<file path="src/design/rss_pkg.sv">
package rss_pkg;

    // Clock rate and unit scales.
    localparam int  CLK_PERIOD_NS = 10;
    localparam real NS_PER_MS     = 1.0e6;
    localparam real NS_PER_US     = 1.0e3;

    // Least durations of each sequence, as printed.
    localparam real DESTR_SELFTEST_MIN_MS = 6.2;
    localparam real DESTR_PLAIN_MIN_US    = 110.0;
    localparam real EXT_LONG_MIN_MS       = 6.2;
    localparam real FUNC_LONG_MIN_US      = 110.0;
    localparam real FUNC_SHORT_MIN_US     = 7.0;

    // Boot loader run times, header at first and at last location.
    localparam real BOOT_FIRST_TYP_US = 200.0;
    localparam real BOOT_LAST_MAX_US  = 320.0;

    // Cycle counts: least times round up, the longest time rounds down.
    localparam int DESTR_SELFTEST_CYC =
        int'($ceil(DESTR_SELFTEST_MIN_MS * NS_PER_MS / CLK_PERIOD_NS));
    localparam int DESTR_PLAIN_CYC =
        int'($ceil(DESTR_PLAIN_MIN_US * NS_PER_US / CLK_PERIOD_NS));
    localparam int EXT_LONG_CYC =
        int'($ceil(EXT_LONG_MIN_MS * NS_PER_MS / CLK_PERIOD_NS));
    localparam int FUNC_LONG_CYC =
        int'($ceil(FUNC_LONG_MIN_US * NS_PER_US / CLK_PERIOD_NS));
    localparam int FUNC_SHORT_CYC =
        int'($ceil(FUNC_SHORT_MIN_US * NS_PER_US / CLK_PERIOD_NS));
    localparam int BOOT_FIRST_CYC =
        int'($ceil(BOOT_FIRST_TYP_US * NS_PER_US / CLK_PERIOD_NS));
    localparam int BOOT_LAST_CYC =
        int'($floor(BOOT_LAST_MAX_US * NS_PER_US / CLK_PERIOD_NS));

    // Width of the duration counter; holds the longest count.
    localparam int CNT_W = 20;

    // Sequencer states.
    typedef enum logic [2:0] {
        ST_POWERUP,
        ST_ASSERT,
        ST_RESET_PHASE_THREE,
        ST_BOOT,
        ST_RUN
    } rss_state_t;

    // Cause of the running sequence.
    typedef enum logic [2:0] {
        SRC_NONE,
        SRC_DESTR_SELFTEST,
        SRC_DESTR_PLAIN,
        SRC_EXT_LONG,
        SRC_FUNC_LONG,
        SRC_FUNC_SHORT
    } rss_src_t;

    // Complete sequencer state.
    typedef struct packed {
        rss_state_t st;
        rss_src_t   src;
        logic       pin_oe;
        logic       core_rst_n;
        logic       run;
        logic       boot;
    } rss_seq_t;

    // Values after reset.
    localparam rss_seq_t SEQ_RESET = '{
        st:         ST_POWERUP,
        src:        SRC_NONE,
        pin_oe:     1'b1,
        core_rst_n: 1'b0,
        run:        1'b0,
        boot:       1'b0
    };
    localparam logic [CNT_W-1:0] CNT_RESET = 20'h00000;

endpackage

</file>
<file path="src/design/rss_timer_if.sv">
`timescale 1ns/1ns
// Load and expiry of the duration counter.
interface rss_timer_if;
    logic                     load;
    logic [rss_pkg::CNT_W-1:0] load_val;
    logic                     done;

    modport ctl (output load, output load_val, input done);
    modport tmr (input load, input load_val, output done);
endinterface

</file>
<file path="src/design/rss_timer.sv">
`timescale 1ns/1ns
// Down counter that measures one phase of the sequence.
module rss_timer (
    // Clock and reset
    input wire logic core_clk,
    input wire logic rst_n,
    // Control from the sequencer
    rss_timer_if.tmr tif
);
    import rss_pkg::*;

    typedef struct packed {
        logic [CNT_W-1:0] cnt;
    } rss_tmr_t;

    rss_tmr_t cur_ff;
    rss_tmr_t nxt_tmr;

    // A load wins over counting, so a restart always gets the full time.
    always_comb begin
        nxt_tmr = cur_ff;
        if (tif.load) begin
            nxt_tmr.cnt = tif.load_val;
        end else if (cur_ff.cnt != CNT_RESET) begin
            nxt_tmr.cnt = cur_ff.cnt - 20'h00001;
        end
    end

    always_ff @(posedge core_clk or negedge rst_n) begin
        if (!rst_n) begin
            cur_ff <= '{cnt: CNT_RESET};
        end else begin
            cur_ff <= nxt_tmr;
        end
    end

    // Expired once the count reaches zero and no new load is pending.
    assign tif.done = (cur_ff.cnt == CNT_RESET) && !tif.load;

endmodule

</file>
<file path="src/design/rss_sequencer.sv">
`timescale 1ns/1ns
// Reset sequencer: times each reset sequence, owns the reset pin and
// releases the core into the boot loader and then into normal run mode.
//
// Flow of one sequence:
//   assert : the phase counter runs the least time of the cause in force,
//            and the pin is pulled low unless the cause may not drive it.
//   reset_phase_three : the pin is let go; the sequence waits here while anything
//            outside still holds the pin low, which lengthens the reset.
//   boot   : the core leaves reset and the boot loader time is counted.
//   run    : normal run mode, the point at which the application starts.
//
// Causes, strongest first:
//   destructive (power-up included), with or without self test;
//   external, seen as a low pin that this end is not pulling;
//   functional, long or short, pin drive chosen per request.
//
// Any cause but an external low in phase three restarts the sequence from the top with its full time, so a
// request is never merged into a shorter sequence already running. The
// trade-off is that a cause held high keeps the core in reset forever;
// the callers are expected to pulse or drop their requests.
//
// Limitation: while this end pulls the pin, an outside hold cannot be
// seen at all, because the pin reads low in either case. Such a hold
// only shows once the pin is let go in phase three, where it extends
// the reset instead of restarting it.
module rss_sequencer #(
    parameter int DESTR_SELFTEST_CYC_P = rss_pkg::DESTR_SELFTEST_CYC,
    parameter int DESTR_PLAIN_CYC_P    = rss_pkg::DESTR_PLAIN_CYC,
    parameter int EXT_LONG_CYC_P       = rss_pkg::EXT_LONG_CYC,
    parameter int FUNC_LONG_CYC_P      = rss_pkg::FUNC_LONG_CYC,
    parameter int BOOT_FIRST_CYC_P     = rss_pkg::BOOT_FIRST_CYC,
    parameter int BOOT_LAST_CYC_P      = rss_pkg::BOOT_LAST_CYC
) (
    // Clock and reset
    input  wire logic        core_clk,
    input  wire logic        rst_n,

    // Reset causes
    input  wire logic        destr_req,
    input  wire logic        selftest_en,
    input  wire logic        func_req,
    input  wire logic        func_long,
    input  wire logic        functional_reset_pin_enable,

    // Boot header location
    input  wire logic        boot_hdr_last,

    // Two-way reset pin
    input  wire logic        rst_pin_in,
    output logic             rst_pin_out,
    output logic             rst_pin_oe,

    // Status
    output logic             core_rst_n,
    output logic             boot_assist_loader,
    output logic             normal_run_mode,
    output rss_pkg::rss_src_t seq_src
);
    import rss_pkg::*;

    // Load values, cut to the counter width.
    localparam logic [CNT_W-1:0] LD_DESTR_SELFTEST =
        CNT_W'(DESTR_SELFTEST_CYC_P);
    localparam logic [CNT_W-1:0] LD_DESTR_PLAIN =
        CNT_W'(DESTR_PLAIN_CYC_P);
    localparam logic [CNT_W-1:0] LD_EXT_LONG =
        CNT_W'(EXT_LONG_CYC_P);
    localparam logic [CNT_W-1:0] LD_FUNC_LONG =
        CNT_W'(FUNC_LONG_CYC_P);
    localparam logic [CNT_W-1:0] LD_FUNC_SHORT =
        CNT_W'(FUNC_SHORT_CYC);
    localparam logic [CNT_W-1:0] LD_BOOT_FIRST =
        CNT_W'(BOOT_FIRST_CYC_P);
    localparam logic [CNT_W-1:0] LD_BOOT_LAST =
        CNT_W'(BOOT_LAST_CYC_P);

    rss_seq_t    cur_ff;
    rss_seq_t    nxt_seq;
    logic        ext_low;
    logic        start;
    rss_src_t    start_src;
    logic        start_drive;
    logic [CNT_W-1:0] start_len;

    rss_timer_if tif ();

    // Phase duration counter. It is shared by the assert and boot
    // phases, which never overlap, so one counter of the widest length
    // is enough; the price is that both phases reload it on entry.
    rss_timer u_timer (
        .core_clk (core_clk),
        .rst_n    (rst_n),
        .tif      (tif)
    );

    // The pin is low from outside only when this end is not pulling it.
    // Inputs are synchronous, so a released pin reads high next cycle
    // when the pull-up is strong enough; a weak pull-up reads as an
    // external hold.
    assign ext_low = !rst_pin_in && !cur_ff.pin_oe;

    // Pick the sequence to start, strongest cause first.
    always_comb begin
        start       = 1'b0;
        start_src   = SRC_NONE;
        start_drive = 1'b1;
        start_len   = LD_FUNC_SHORT;
        if (cur_ff.st == ST_POWERUP || destr_req) begin
            start = 1'b1;
            if (selftest_en) begin
                start_src = SRC_DESTR_SELFTEST;
                start_len = LD_DESTR_SELFTEST;
            end else begin
                start_src = SRC_DESTR_PLAIN;
                start_len = LD_DESTR_PLAIN;
            end
        end else if (ext_low && cur_ff.st != ST_RESET_PHASE_THREE) begin
            // Held low again while running: restart the long sequence.
            start     = 1'b1;
            start_src = SRC_EXT_LONG;
            start_len = LD_EXT_LONG;
        end else if (func_req) begin
            start       = 1'b1;
            start_drive = functional_reset_pin_enable;
            if (func_long) begin
                start_src = SRC_FUNC_LONG;
                start_len = LD_FUNC_LONG;
            end else begin
                start_src = SRC_FUNC_SHORT;
                start_len = LD_FUNC_SHORT;
            end
        end
    end

    // Next state. A new cause restarts from the top in any state but an external
    // low in phase three, so a reset that lands inside a sequence is never lost.
    always_comb begin
        nxt_seq      = cur_ff;
        tif.load     = 1'b0;
        tif.load_val = start_len;
        if (start) begin
            nxt_seq.st     = ST_ASSERT;
            nxt_seq.src    = start_src;
            nxt_seq.pin_oe = start_drive;
            tif.load       = 1'b1;
        end else begin
            unique case (cur_ff.st)
                ST_POWERUP: begin
                    nxt_seq.st = ST_POWERUP;
                end
                ST_ASSERT: begin
                    // Stop pulling the pin once the least time is over.
                    if (tif.done) begin
                        nxt_seq.st     = ST_RESET_PHASE_THREE;
                        nxt_seq.pin_oe = 1'b0;
                    end
                end
                ST_RESET_PHASE_THREE: begin
                    // Stay here while the outside keeps the pin low.
                    if (rst_pin_in) begin
                        nxt_seq.st   = ST_BOOT;
                        tif.load     = 1'b1;
                        tif.load_val = boot_hdr_last ? LD_BOOT_LAST
                                                     : LD_BOOT_FIRST;
                    end
                end
                ST_BOOT: begin
                    if (tif.done) begin
                        nxt_seq.st = ST_RUN;
                    end
                end
                ST_RUN: begin
                    nxt_seq.st = ST_RUN;
                end
            endcase
        end
        // Status follows the next state so it leaves a flip-flop.
        nxt_seq.core_rst_n = (nxt_seq.st == ST_BOOT) ||
                             (nxt_seq.st == ST_RUN);
        nxt_seq.boot       = (nxt_seq.st == ST_BOOT);
        nxt_seq.run        = (nxt_seq.st == ST_RUN);
    end

    // State register; under reset the pin is pulled low, so the rest of
    // the system is held in reset while this block itself is held.
    always_ff @(posedge core_clk or negedge rst_n) begin
        if (!rst_n) begin
            cur_ff <= SEQ_RESET;
        end else begin
            cur_ff <= nxt_seq;
        end
    end

    // Pin drive: low only, released by dropping the enable. The level
    // is tied low so no path can ever push the pin high; the high level
    // comes only from the pull-up outside.
    assign rst_pin_out = 1'b0;
    assign rst_pin_oe  = cur_ff.pin_oe;

    // Status outputs.
    assign core_rst_n         = cur_ff.core_rst_n;
    assign boot_assist_loader = cur_ff.boot;
    assign normal_run_mode    = cur_ff.run;
    assign seq_src            = cur_ff.src;

endmodule

</file>
<file path="config.mk">
export PLATFORM = sky130hd
export DESIGN_NAME = rss_sequencer
export DESIGN_NICKNAME = d
export VERILOG_FILES = /design/src/design/rss_pkg.sv /design/src/design/rss_timer_if.sv /design/src/design/rss_timer.sv /design/src/design/rss_sequencer.sv
export SDC_FILE = /design/constraint.sdc
export NUM_CORES = 1
export LEC_CHECK = 0
export ABC_AREA = 1
export BUFFER_PORTS_ARGS = -buffer_cell sky130_fd_sc_hd__buf_4
export CAP_MARGIN = 25
export CORE_UTILIZATION = 42
export CTS_BUF_LIST = sky130_fd_sc_hd__clkbuf_8 sky130_fd_sc_hd__clkbuf_16
export DETAILED_ROUTE_END_ITERATION = 10
export HOLD_SLACK_MARGIN = 0.08
export SLEW_MARGIN = 5
export SYNTH_ARGS = -nofsm -noshare
export SYNTH_HDL_FRONTEND = slang
export SYNTH_SLANG_ARGS = --single-unit
export TNS_END_PERCENT = 5
</file>
<file path="constraint.sdc">
create_clock -name core_clk -period 1.4 [get_ports core_clk]
set_input_delay 0.28 -clock core_clk [delete_from_list [all_inputs] [get_ports core_clk]]
set_output_delay 0.28 -clock core_clk [all_outputs]
set_load 0.1 [all_outputs]
</file>
==> results of run 1 <==
-- per-layer routing --
metal  wire length [um]  track usage [%]  vias to the layer above  share of wire, %
met5                  0                0                        -                 0
met4                159             9.11                        0               3.1
met3                122             4.80                       13               2.4
met2               2660             42.2                       38                53
met1               2120             24.1                      868                42
li1                   -                -                      955                 -
-- cell families (layout without fill, tap and decap cells) --
family	count (synthesis)	count (layout)	synth area share (%)
simple gates	136	136	34.8
buf+inv	40	126	9.23
compound gates	31	31	11.3
flops	30	30	39.1
xor+xnor	9	9	4.09
fa+ha+maj	2	2	1.30
other cells	1	1	0.195
-- cells in the mapped netlist --
cell type / instances
nand3_2: 6
nor3_2: 1
o31ai_1: 1
nor2_2: 9
inv_1: 31
nor2_8: 1
inv_2: 1
nand2_2: 5
buf_4: 4
o21ai_1: 2
nand3_1: 10
o21ai_0: 8
o22ai_1: 1
xnor2_1: 2
nor2_4: 2
conb_1: 1
o21ai_2: 5
nand3_4: 1
clkinv_1: 1
nand2_1: 52
ha_1: 2
a21oi_4: 1
inv_4: 2
dfstp_2: 1
nor2_1: 39
a21oi_1: 5
xor2_1: 7
buf_6: 1
dfrtp_1: 29
a21oi_2: 7
o211ai_1: 1
nor3_1: 5
nand2_4: 1
nand4_1: 4
-- worst min-delay path by stage --
stage / cells past startpoint / endpoint / from
floorplan: 0 / boot_assist_loader / rst_n
global placement: 1 / u_timer.cur_ff[3] / rst_n
detailed placement: 1 / u_timer.cur_ff[3] / rst_n
CTS: 3 / seq_src[2] / func_req
global route: 3 / seq_src[2] / func_req
finish: 3 / seq_src[2] / func_req
-- timing repair --
item / 4_1_cts / 5_1_grt
pin swaps: 13 / 12
hold endpoints to repair: 29 / 0
hold buffers: 1 / 0
endpoints found under the setup margin: 30 / 30
resized for setup: 34 / 14
buffers inserted: 5 / 6
-- sequential cells by signal (all words and copies together), names as in the netlist --
name                count
boot_assist_loader      1
core_rst_n              1
cur_ff                  3
normal_run_mode         1
rst_pin_oe              1
seq_src                 3
u_timer.cur_ff         20
-- power groups by stage --
stage,registers [uW],clock network [uW],logic [uW]
floorplan,1020,0,498
global route,1010,956,1190
global placement,1010,0,921
finish,1010,899,1090
CTS,1000,917,1030
detailed placement,1010,0,935
-- final cells by class --
cell class | count | area (um2) | area share, %
inverters | 35 | 138 | 4.83
well taps | 52 | 65.1 | 2.28
multi-input cells | 179 | 1130 | 39.7
clock buffers | 5 | 68.8 | 2.42
repair buffers | 83 | 646 | 22.7
flip-flops and latches | 30 | 757 | 26.6
clock inverters | 3 | 45.0 | 1.58
-- worst min-delay path, cell delays in order --
cell	delay (ns)
buf_4	0.08
nor2_1	0.03
nor2_1	0.09
-- stage by stage --
step	util, %	instance area (um2)	TNS [ns]	hold slack [ns]
5_1_grt	65.0	2850	-4.83	0.251
3_5_place_dp	56.7	2490	-3.45	0.243
3_3_place_gp	56.7	2490	-2.98	0.239
6_report	65.0	2850	-2.16	0.249
4_1_cts	63.2	2770	-2.26	0.240
2_1_floorplan	-	1930	-6.52	-0.0156
==> impl_metrics.yaml, run 1 <==
worst_setup_path:
  slowest_stage: "dfrtp_1"
  crit_type: "reg2reg"
  startpoint_type: "flop"
  crit_top_cell: "buf_4"
  reg2reg_from: "cur_ff[9]"
  r2r_slack_ns: -0.14
  ff2ff_path_depth: 10
  r2r-end: "core_rst_n"
  crit_path_max_incr_delay_ns: 0.40
  cp.arrival_ns: 1.78
  critPathRequiredTime_ns: 1.63
  critPathCapture: "core_rst_n"
  cp.depth: 10
  path_cells: "inv_2 -> nand3_2 -> buf_4 -> buf_4 -> buf_4 -> buf_4 -> buf_4 -> nand3_2 -> nand3_2 -> nand2_2"
  path_delay_family: "buffers and inverters"
  crit_fanout: 4
  cp_num_buf_inv: 6
  cp-end-kind: "flop"
  startpoint: "cur_ff[9]"
cts:
  clock_sink_count: 30
  cts_tree: "built"
  clockRootBuffer: "clkbuf_8"
  clkLatencyLatePin_ns: 0.29
  cts_buffers: 5
  clk_pin_slew_ns: 0.07
  cts.path.max_buffers: 2
  cts.htree.levels: 2
place:
  placed_cells: 367
  hpwl_um: 3700
  pre_cts_slack_ns: -0.260
  port_buffers: 15
  gp_congestion: 0.840
power:
  pwr-share-comb_pct: 36.4
  switching_share_pct: 33.3
  power.leakage_uw: 0.00140
  sequentialPowerShare_pct: 33.6
  p_per_area_mw_per_mm2: 1050
  power.net_switching_uw: 999
  vdd_ir_drop_max_uv: 946
  power_frac_clock_pct: 30.0
  power_uw: 3000
  p_int_uw: 2000
layout:
  nNetsFinal: 345
  layout.cells.non_filler: 387
  final_cell_mix: "buf_4 (79), nand2_1 (45), nor2_1 (30)"
  final_common_cell: "buf_4"
  syn2layout_area_growth_pct: 48.0
  drive_above_1_share_pct: 48.7
  fillCellCount: 384
  antenna_cells: 0
timing:
  slew_violations: 0
  timing.final.ws_setup_ns: -0.145
  fin_crit_sh_pct: 110
  fin_skew_ns: 0.00716
  fmax_mhz: 647
  setup_viol: 25
  min_period_ns: 1.54
  hold_viol: 0
  rsz0062_at_grt: "true"
global_route:
  grt_pass1_wl_um: 8360
  grtUsageTotal_pct: 22.4
  antenna_found_initial: 0
  grt_max_degree: 31
  grt_pass1_vias: 1875
  overflow: 0
drt:
  wl_per_cell_um: 13.1
  routed_wl_um: 5060
  vias: 1874
  drt-initial-drc-count: 87
  post_drt_via_cell_ratio: 4.84
  drc: 0
  first_pass_iters: 4
  final_antenna_net_count: 0
synth:
  yosysSeqAreaShare_pct: 39.1
  synth_warnings: 0
  yosysTopAreaCell: "dfrtp_1"
  synth_top_area_share_pct: 37.7
  ys_seq_elements: 30
  syn_inst: 249
  synth_area_leaders: "dfrtp_1 (38%), nand2_1 (10%), nor2_1 (7.6%), inv_1 (6.0%), a21oi_2 (3.2%)"
  syn_nets: 260
  synth_area_per_cell_um2: 7.73
  syn_area_mm2: 0.00193
  yosysUniqueCellTypes: 34
die:
  start_util_pct: 43.9
  die_h_um: 69.7
  top_level_ports: 17
  row_count: 24
  die-area_mm2: 0.00486
  coreArea_mm2: 0.00438
  dieWidth_um: 69.7
status:
  outcome: "finished with violations"
  violations: "setup timing"
worst_hold_path:
  hp-class: "in2reg"
job:
  maxCapViolCount: 0
No activity file was read; power rests on OpenSTA's default activity.
==> inputs of run 2 (changes only) <==
ABC_AREA = not set   (was 1)
BUFFER_PORTS_ARGS = not set   (was -buffer_cell sky130_fd_sc_hd__buf_4)
DONT_BUFFER_PORTS = 1   (was not set)
==> run 2 against run 1 <==
Critical endpoint is now u_timer.cur_ff[9]. Flip-flop and latch count stayed put. Sequential power hardly changed. The flow still finishes with violations (setup timing). Register-to-register slack worse by 0.30 ns. Utilization is 1.8 points lower.
==> impl_metrics.yaml, run 2 <==
die:
  top_level_ports: 17
  start_util_pct: 43.6
  die-area_mm2: 0.00476
  dieWidth_um: 69.0
  row_count: 24
  coreArea_mm2: 0.00432
  die_h_um: 69.0
drt:
  final_antenna_net_count: 0
  drc: 0
  first_pass_iters: 4
  drt-initial-drc-count: 99
  post_drt_via_cell_ratio: 5.99
  wl_per_cell_um: 18.3
  vias: 1881
  routed_wl_um: 5750
synth:
  yosysSeqAreaShare_pct: 39.9
  synth_edf_count: 0
  syn_nets: 207
  synth_area_per_cell_um2: 9.62
  synth_warnings: 0
  syn_inst: 196
  synth_top_area_share_pct: 38.5
  syn_area_mm2: 0.00189
  yosysUniqueCellTypes: 62
  ys_seq_elements: 30
  yosysMostFrequentCell: "dfrtp_1"
  synth_common_cells: "dfrtp_1 (29), a21oi_1 (14), nand2_1 (14)"
  synth_area_leaders: "dfrtp_1 (38%), a21oi_1 (3.7%), nor4_4 (3.4%), nand2_1 (2.8%), nor3_1 (2.4%)"
  yosysTopAreaCell: "dfrtp_1"
  async_flop_share_pct: 100
  synth-main-ff-cell: "dfrtp_1"
job:
  maxCapViolCount: 0
cts:
  cts_tree: "built"
  clockRootBuffer: "clkbuf_8"
  cts.htree.levels: 2
  clk_pin_slew_ns: 0.07
  clkLatencyLatePin_ns: 0.29
  cts.path.max_buffers: 2
  clock_sink_count: 30
  cts_buffers: 5
layout:
  syn2layout_area_growth_pct: 44.9
  drive_above_1_share_pct: 49.2
  final_common_cell: "buf_4"
  largest_reg_flops: 20
  final_cell_mix: "buf_4 (64), dfrtp_1 (28), nand2_1 (12)"
  fin_area_mm2: 0.00273
  antenna_cells: 0
  largest-register: "u_timer.cur_ff"
  nNetsFinal: 272
  fillCellCount: 368
power:
  p_per_area_mw_per_mm2: 883
  power.leakage_uw: 0.00116
  vdd_ir_drop_max_uv: 486
global_route:
  grtUsageTotal_pct: 25.3
  grt_max_degree: 31
  grt_pass1_vias: 1966
  grt_pass1_wl_um: 9450
  overflow: 0
  antenna_found_initial: 0
timing:
  hold_viol: 0
  fmax_mhz: 542
  fin_crit_sh_pct: 132
  slew_violations: 0
  min_period_ns: 1.85
  fin_skew_ns: 0.00519
  max_slew_margin_pct: 66.4
  timing.final.ws_setup_ns: -0.446
  setup_viol: 28
  rsz0062_at_grt: "true"
  setup-tns-final_ns: -8.28
  worst_pin_slew_ns: 0.503
worst_setup_path:
  crit_fanout: 8
  cp.arrival_ns: 2.01
  cp-end-kind: "flop"
  critPathRequiredTime_ns: 1.56
  startpoint_type: "flop"
  crit_type: "reg2reg"
status:
  outcome: "finished with violations"
  violations: "setup timing"
place:
  port_buffers: 0
  postPlaceCellArea_mm2: 0.00240
  hpwl_um: 4190
  gp_congestion: 0.879
worst_hold_path:
  hp-class: "in2reg"
[run 2: stage by stage]
stage | utilization [%] | setup WS, ns | power [uW] | std cells | hold WS, ns
2_1_floorplan | - | -0.382 | 1380 | 196 | -0.0156
3_3_place_gp | 55.5 | -0.395 | 1560 | 302 | -0.0151
3_5_place_dp | 55.5 | -0.479 | 1580 | 302 | -0.0150
4_1_cts | 61.8 | -0.425 | 2390 | 314 | 0.126
5_1_grt | 63.2 | -0.509 | 2520 | 314 | 0.140
6_report | 63.2 | -0.446 | 2410 | 314 | 0.137
[run 2: cells by family (layout without fill, tap and decap cells)]
kind of cell	after synthesis	after routing	synth area share (%)
AO/OA/AOI/OAI	60	60	22.6
adder cells (fa/ha/maj)	2	2	1.33
XOR/XNOR	5	5	2.32
buffers and inverters	21	87	5.97
flip-flops	30	30	39.9
AND/OR/NAND/NOR	76	76	27.1
multiplexers	1	1	0.531
other	1	1	0.199
[run 2: final cells by class]
cell class / count / area (um2) / area share [%]
repair buffers: 72 / 586 / 21.4
well taps: 52 / 65.1 / 2.38
clock inverters: 2 / 8.76 / 0.321
inverters: 7 / 28.8 / 1.05
multi-input cells: 145 / 1200 / 44.1
flip-flops and latches: 30 / 757 / 27.7
clock buffers: 6 / 82.6 / 3.02
[run 2: worst paths after layout]
check | from | end | slack [ns] | cells past startpoint
setup / recovery | u_timer.cur_ff[4] | u_timer.cur_ff[9] | -0.45 | 4
hold / removal | func_req | seq_src[2] | 0.14 | 2
setup reg to reg | u_timer.cur_ff[4] | u_timer.cur_ff[9] | -0.45 | 4
hold reg to reg | seq_src[0] | seq_src[0] | 0.54 | 1
max in group asynchronous | rst_n | rst_pin_oe | 0.73 | 2
min in group asynchronous | rst_n | seq_src[1] | 0.43 | 2
[run 2: routing by layer]
| layer | part of all wire [%] | global-route usage (%) | vias to the layer above |
|---|---|---|---|
| li1 | - | - | 879 |
| met1 | 41 | 30.7 | 935 |
| met2 | 51 | 43.0 | 53 |
| met3 | 5.6 | 5.99 | 14 |
| met4 | 2.4 | 10.4 | 0 |
| met5 | 0 | 0 | - |
[run 2: what timing repair did]
item                                   in CTS  in global routing
resized for setup                          32                 13
endpoints found under the hold margin      31                  0
pin swaps                                  13                  2
setup buffers                               1                  0
setup endpoints to repair                  31                 30
hold buffers                                3                  0
[run 2: worst max-delay path: stages, from the launching register on]
cell and delay (ns):
dfrtp_1 0.42, or4_4 0.64, o31a_2 0.36, o211ai_1 0.17
a32oi_1 0.12
[run 2: where the power goes]
part           switching (uW)  internal (uW)
clock network             344            389
logic                     384            307
registers                66.4            923
==> inputs of run 3 (changes only) <==
CTS_BUF_LIST = not set   (was sky130_fd_sc_hd__clkbuf_8 sky130_fd_sc_hd__clkbuf_16)
==> run 3 against run 2 <==
The run still ends with setup timing left. Hold slack hardly changed. Via count up 0.27%. Count of clock-buffer cells in the layout up 1. Sequential share of layout area did not move. Final area unchanged. Largest power group unchanged. Die area stayed put. Critical path type unchanged. Clock power increased by 1%. Critical path depth unchanged. Fmax is 0.21% higher. Worst setup slack better by 0.0039 ns.
==> impl_metrics.yaml, run 3 (same netlist as run 2, synthesis figures left out) <==
timing:
  rsz0062_at_grt: "true"
  max_slew_margin_pct: 66.2
  setup-tns-final_ns: -8.31
  fin_skew_ns: 0.00542
  min_period_ns: 1.84
  timing.final.ws_setup_ns: -0.442
  hold_viol: 0
  setup_viol: 28
  worst_pin_slew_ns: 0.506
  fmax_mhz: 543
  fin_crit_sh_pct: 132
  slew_violations: 0
layout:
  final_common_cell: "buf_4"
  fillCellCount: 368
  seq_area_um2: 757
  multiInputGateArea_mm2: 0.00120
  fin_area_mm2: 0.00273
  drive_above_1_share_pct: 49.2
  final_cell_mix: "buf_4 (64), dfrtp_1 (28), nand2_1 (12)"
  largest_reg_flops: 20
  antenna_cells: 0
  largest-register: "u_timer.cur_ff"
  syn2layout_area_growth_pct: 44.9
  nNetsFinal: 272
die:
  start_util_pct: 43.6
  dieWidth_um: 69.0
  row_count: 24
  coreArea_mm2: 0.00432
  die-area_mm2: 0.00476
  top_level_ports: 17
  die_h_um: 69.0
place:
  gp_congestion: 0.879
  postPlaceCellArea_mm2: 0.00240
  port_buffers: 0
  hpwl_um: 4190
worst_setup_path:
  cp-end-kind: "flop"
  cp.arrival_ns: 2.00
  startpoint_type: "flop"
  critPathRequiredTime_ns: 1.56
  crit_fanout: 8
  crit_type: "reg2reg"
  startpoint: "u_timer.cur_ff[4]"
  reg2reg_from: "u_timer.cur_ff[4]"
drt:
  route.met3.wl_um: 321
  top_layer_used: "met4"
  wl_per_cell_um: 18.3
  wl_met2_um: 2940
  routed_wl_um: 5750
  first_pass_iters: 4
  vias: 1886
  drc: 0
  post_drt_via_cell_ratio: 6.01
  drt-initial-drc-count: 91
  final_antenna_net_count: 0
  m1WireLength_um: 2350
cts:
  clock_sink_count: 30
  clockRootBuffer: "clkbuf_8"
  cts.path.max_buffers: 2
  clk_pin_slew_ns: 0.07
  clkLatencyLatePin_ns: 0.29
  cts.htree.levels: 2
  cts_buffers: 5
  cts_tree: "built"
worst_hold_path:
  min-delay-start: "func_req"
  hp-class: "in2reg"
power:
  sequentialPowerShare_pct: 40.9
  p_per_area_mw_per_mm2: 886
  power.net_switching_uw: 795
  p_int_uw: 1630
  switching_share_pct: 32.8
  vdd_ir_drop_max_uv: 487
  pwr-share-comb_pct: 28.5
  power.leakage_uw: 0.00116
  power_frac_clock_pct: 30.6
global_route:
  grt_pass1_vias: 1970
  grt_max_degree: 31
  grt_pass1_wl_um: 9440
  overflow: 0
  antenna_found_initial: 0
  grtUsageTotal_pct: 25.3
job:
  maxCapViolCount: 0
status:
  outcome: "finished with violations"
  violations: "setup timing"
-- run 3: cell types whose count changed in the layout (fill, tap and decap cells not counted), sizes merged --
cell and delta:
clkbuf +1, inv -1
-- run 3: worst paths after layout --
check	end	slack, ns	cells after the start
min in group asynchronous	seq_src[1]	0.43	2
worst min register to register	seq_src[0]	0.53	1
max in group asynchronous	rst_pin_oe	0.73	2
worst max-delay path	u_timer.cur_ff[9]	-0.44	4
worst min-delay path	seq_src[2]	0.14	2
worst max register to register	u_timer.cur_ff[9]	-0.44	4
-- run 3: metal layers --
metal,global-route usage [%],vias up
met5,0,-
met4,10.4,0
met3,5.99,14
met2,43.3,47
met1,30.4,946
li1,-,879
-- run 3: power by group through the flow --
stage	registers (uW)	logic, uW	clock network (uW)
after floorplan	1010	364	0
after global placement	996	567	0
after detailed placement	1000	583	0
after CTS	988	664	750
after global routing	995	738	786
final	990	691	741
-- run 3: critical path: stages, from the launching register on --
cell	delay, ns
dfrtp_1	0.42
or4_4	0.64
o31a_2	0.36
o211ai_1	0.17
a32oi_1	0.12
-- run 3: layout make-up --
cell class	instances	area share, %
flip-flops and latches	30	27.7
clock inverters	1	0.183
inverters	7	1.05
multi-input cells	145	44.1
repair buffers	72	21.4
well taps	52	2.38
clock buffers	7	3.16
-- run 3: through the flow --
step | std cells | utilization, % | setup WS, ns | power (uW) | hold WS, ns
floorplan | 196 | - | -0.382 | 1380 | -0.0156
global placement | 302 | 55.5 | -0.395 | 1560 | -0.0151
detailed placement | 302 | 55.5 | -0.479 | 1580 | -0.0150
CTS | 314 | 61.8 | -0.425 | 2400 | 0.126
global route | 314 | 63.2 | -0.509 | 2520 | 0.140
finish | 314 | 63.2 | -0.442 | 2420 | 0.137
-- run 3: what timing repair did --
item	4_1_cts	5_1_grt
resized for setup	32	13
setup endpoints to repair	31	30
cloned	0	0
setup buffers	1	0
endpoints found under the hold margin	31	0
hold buffers	3	0
pin swaps	13	2
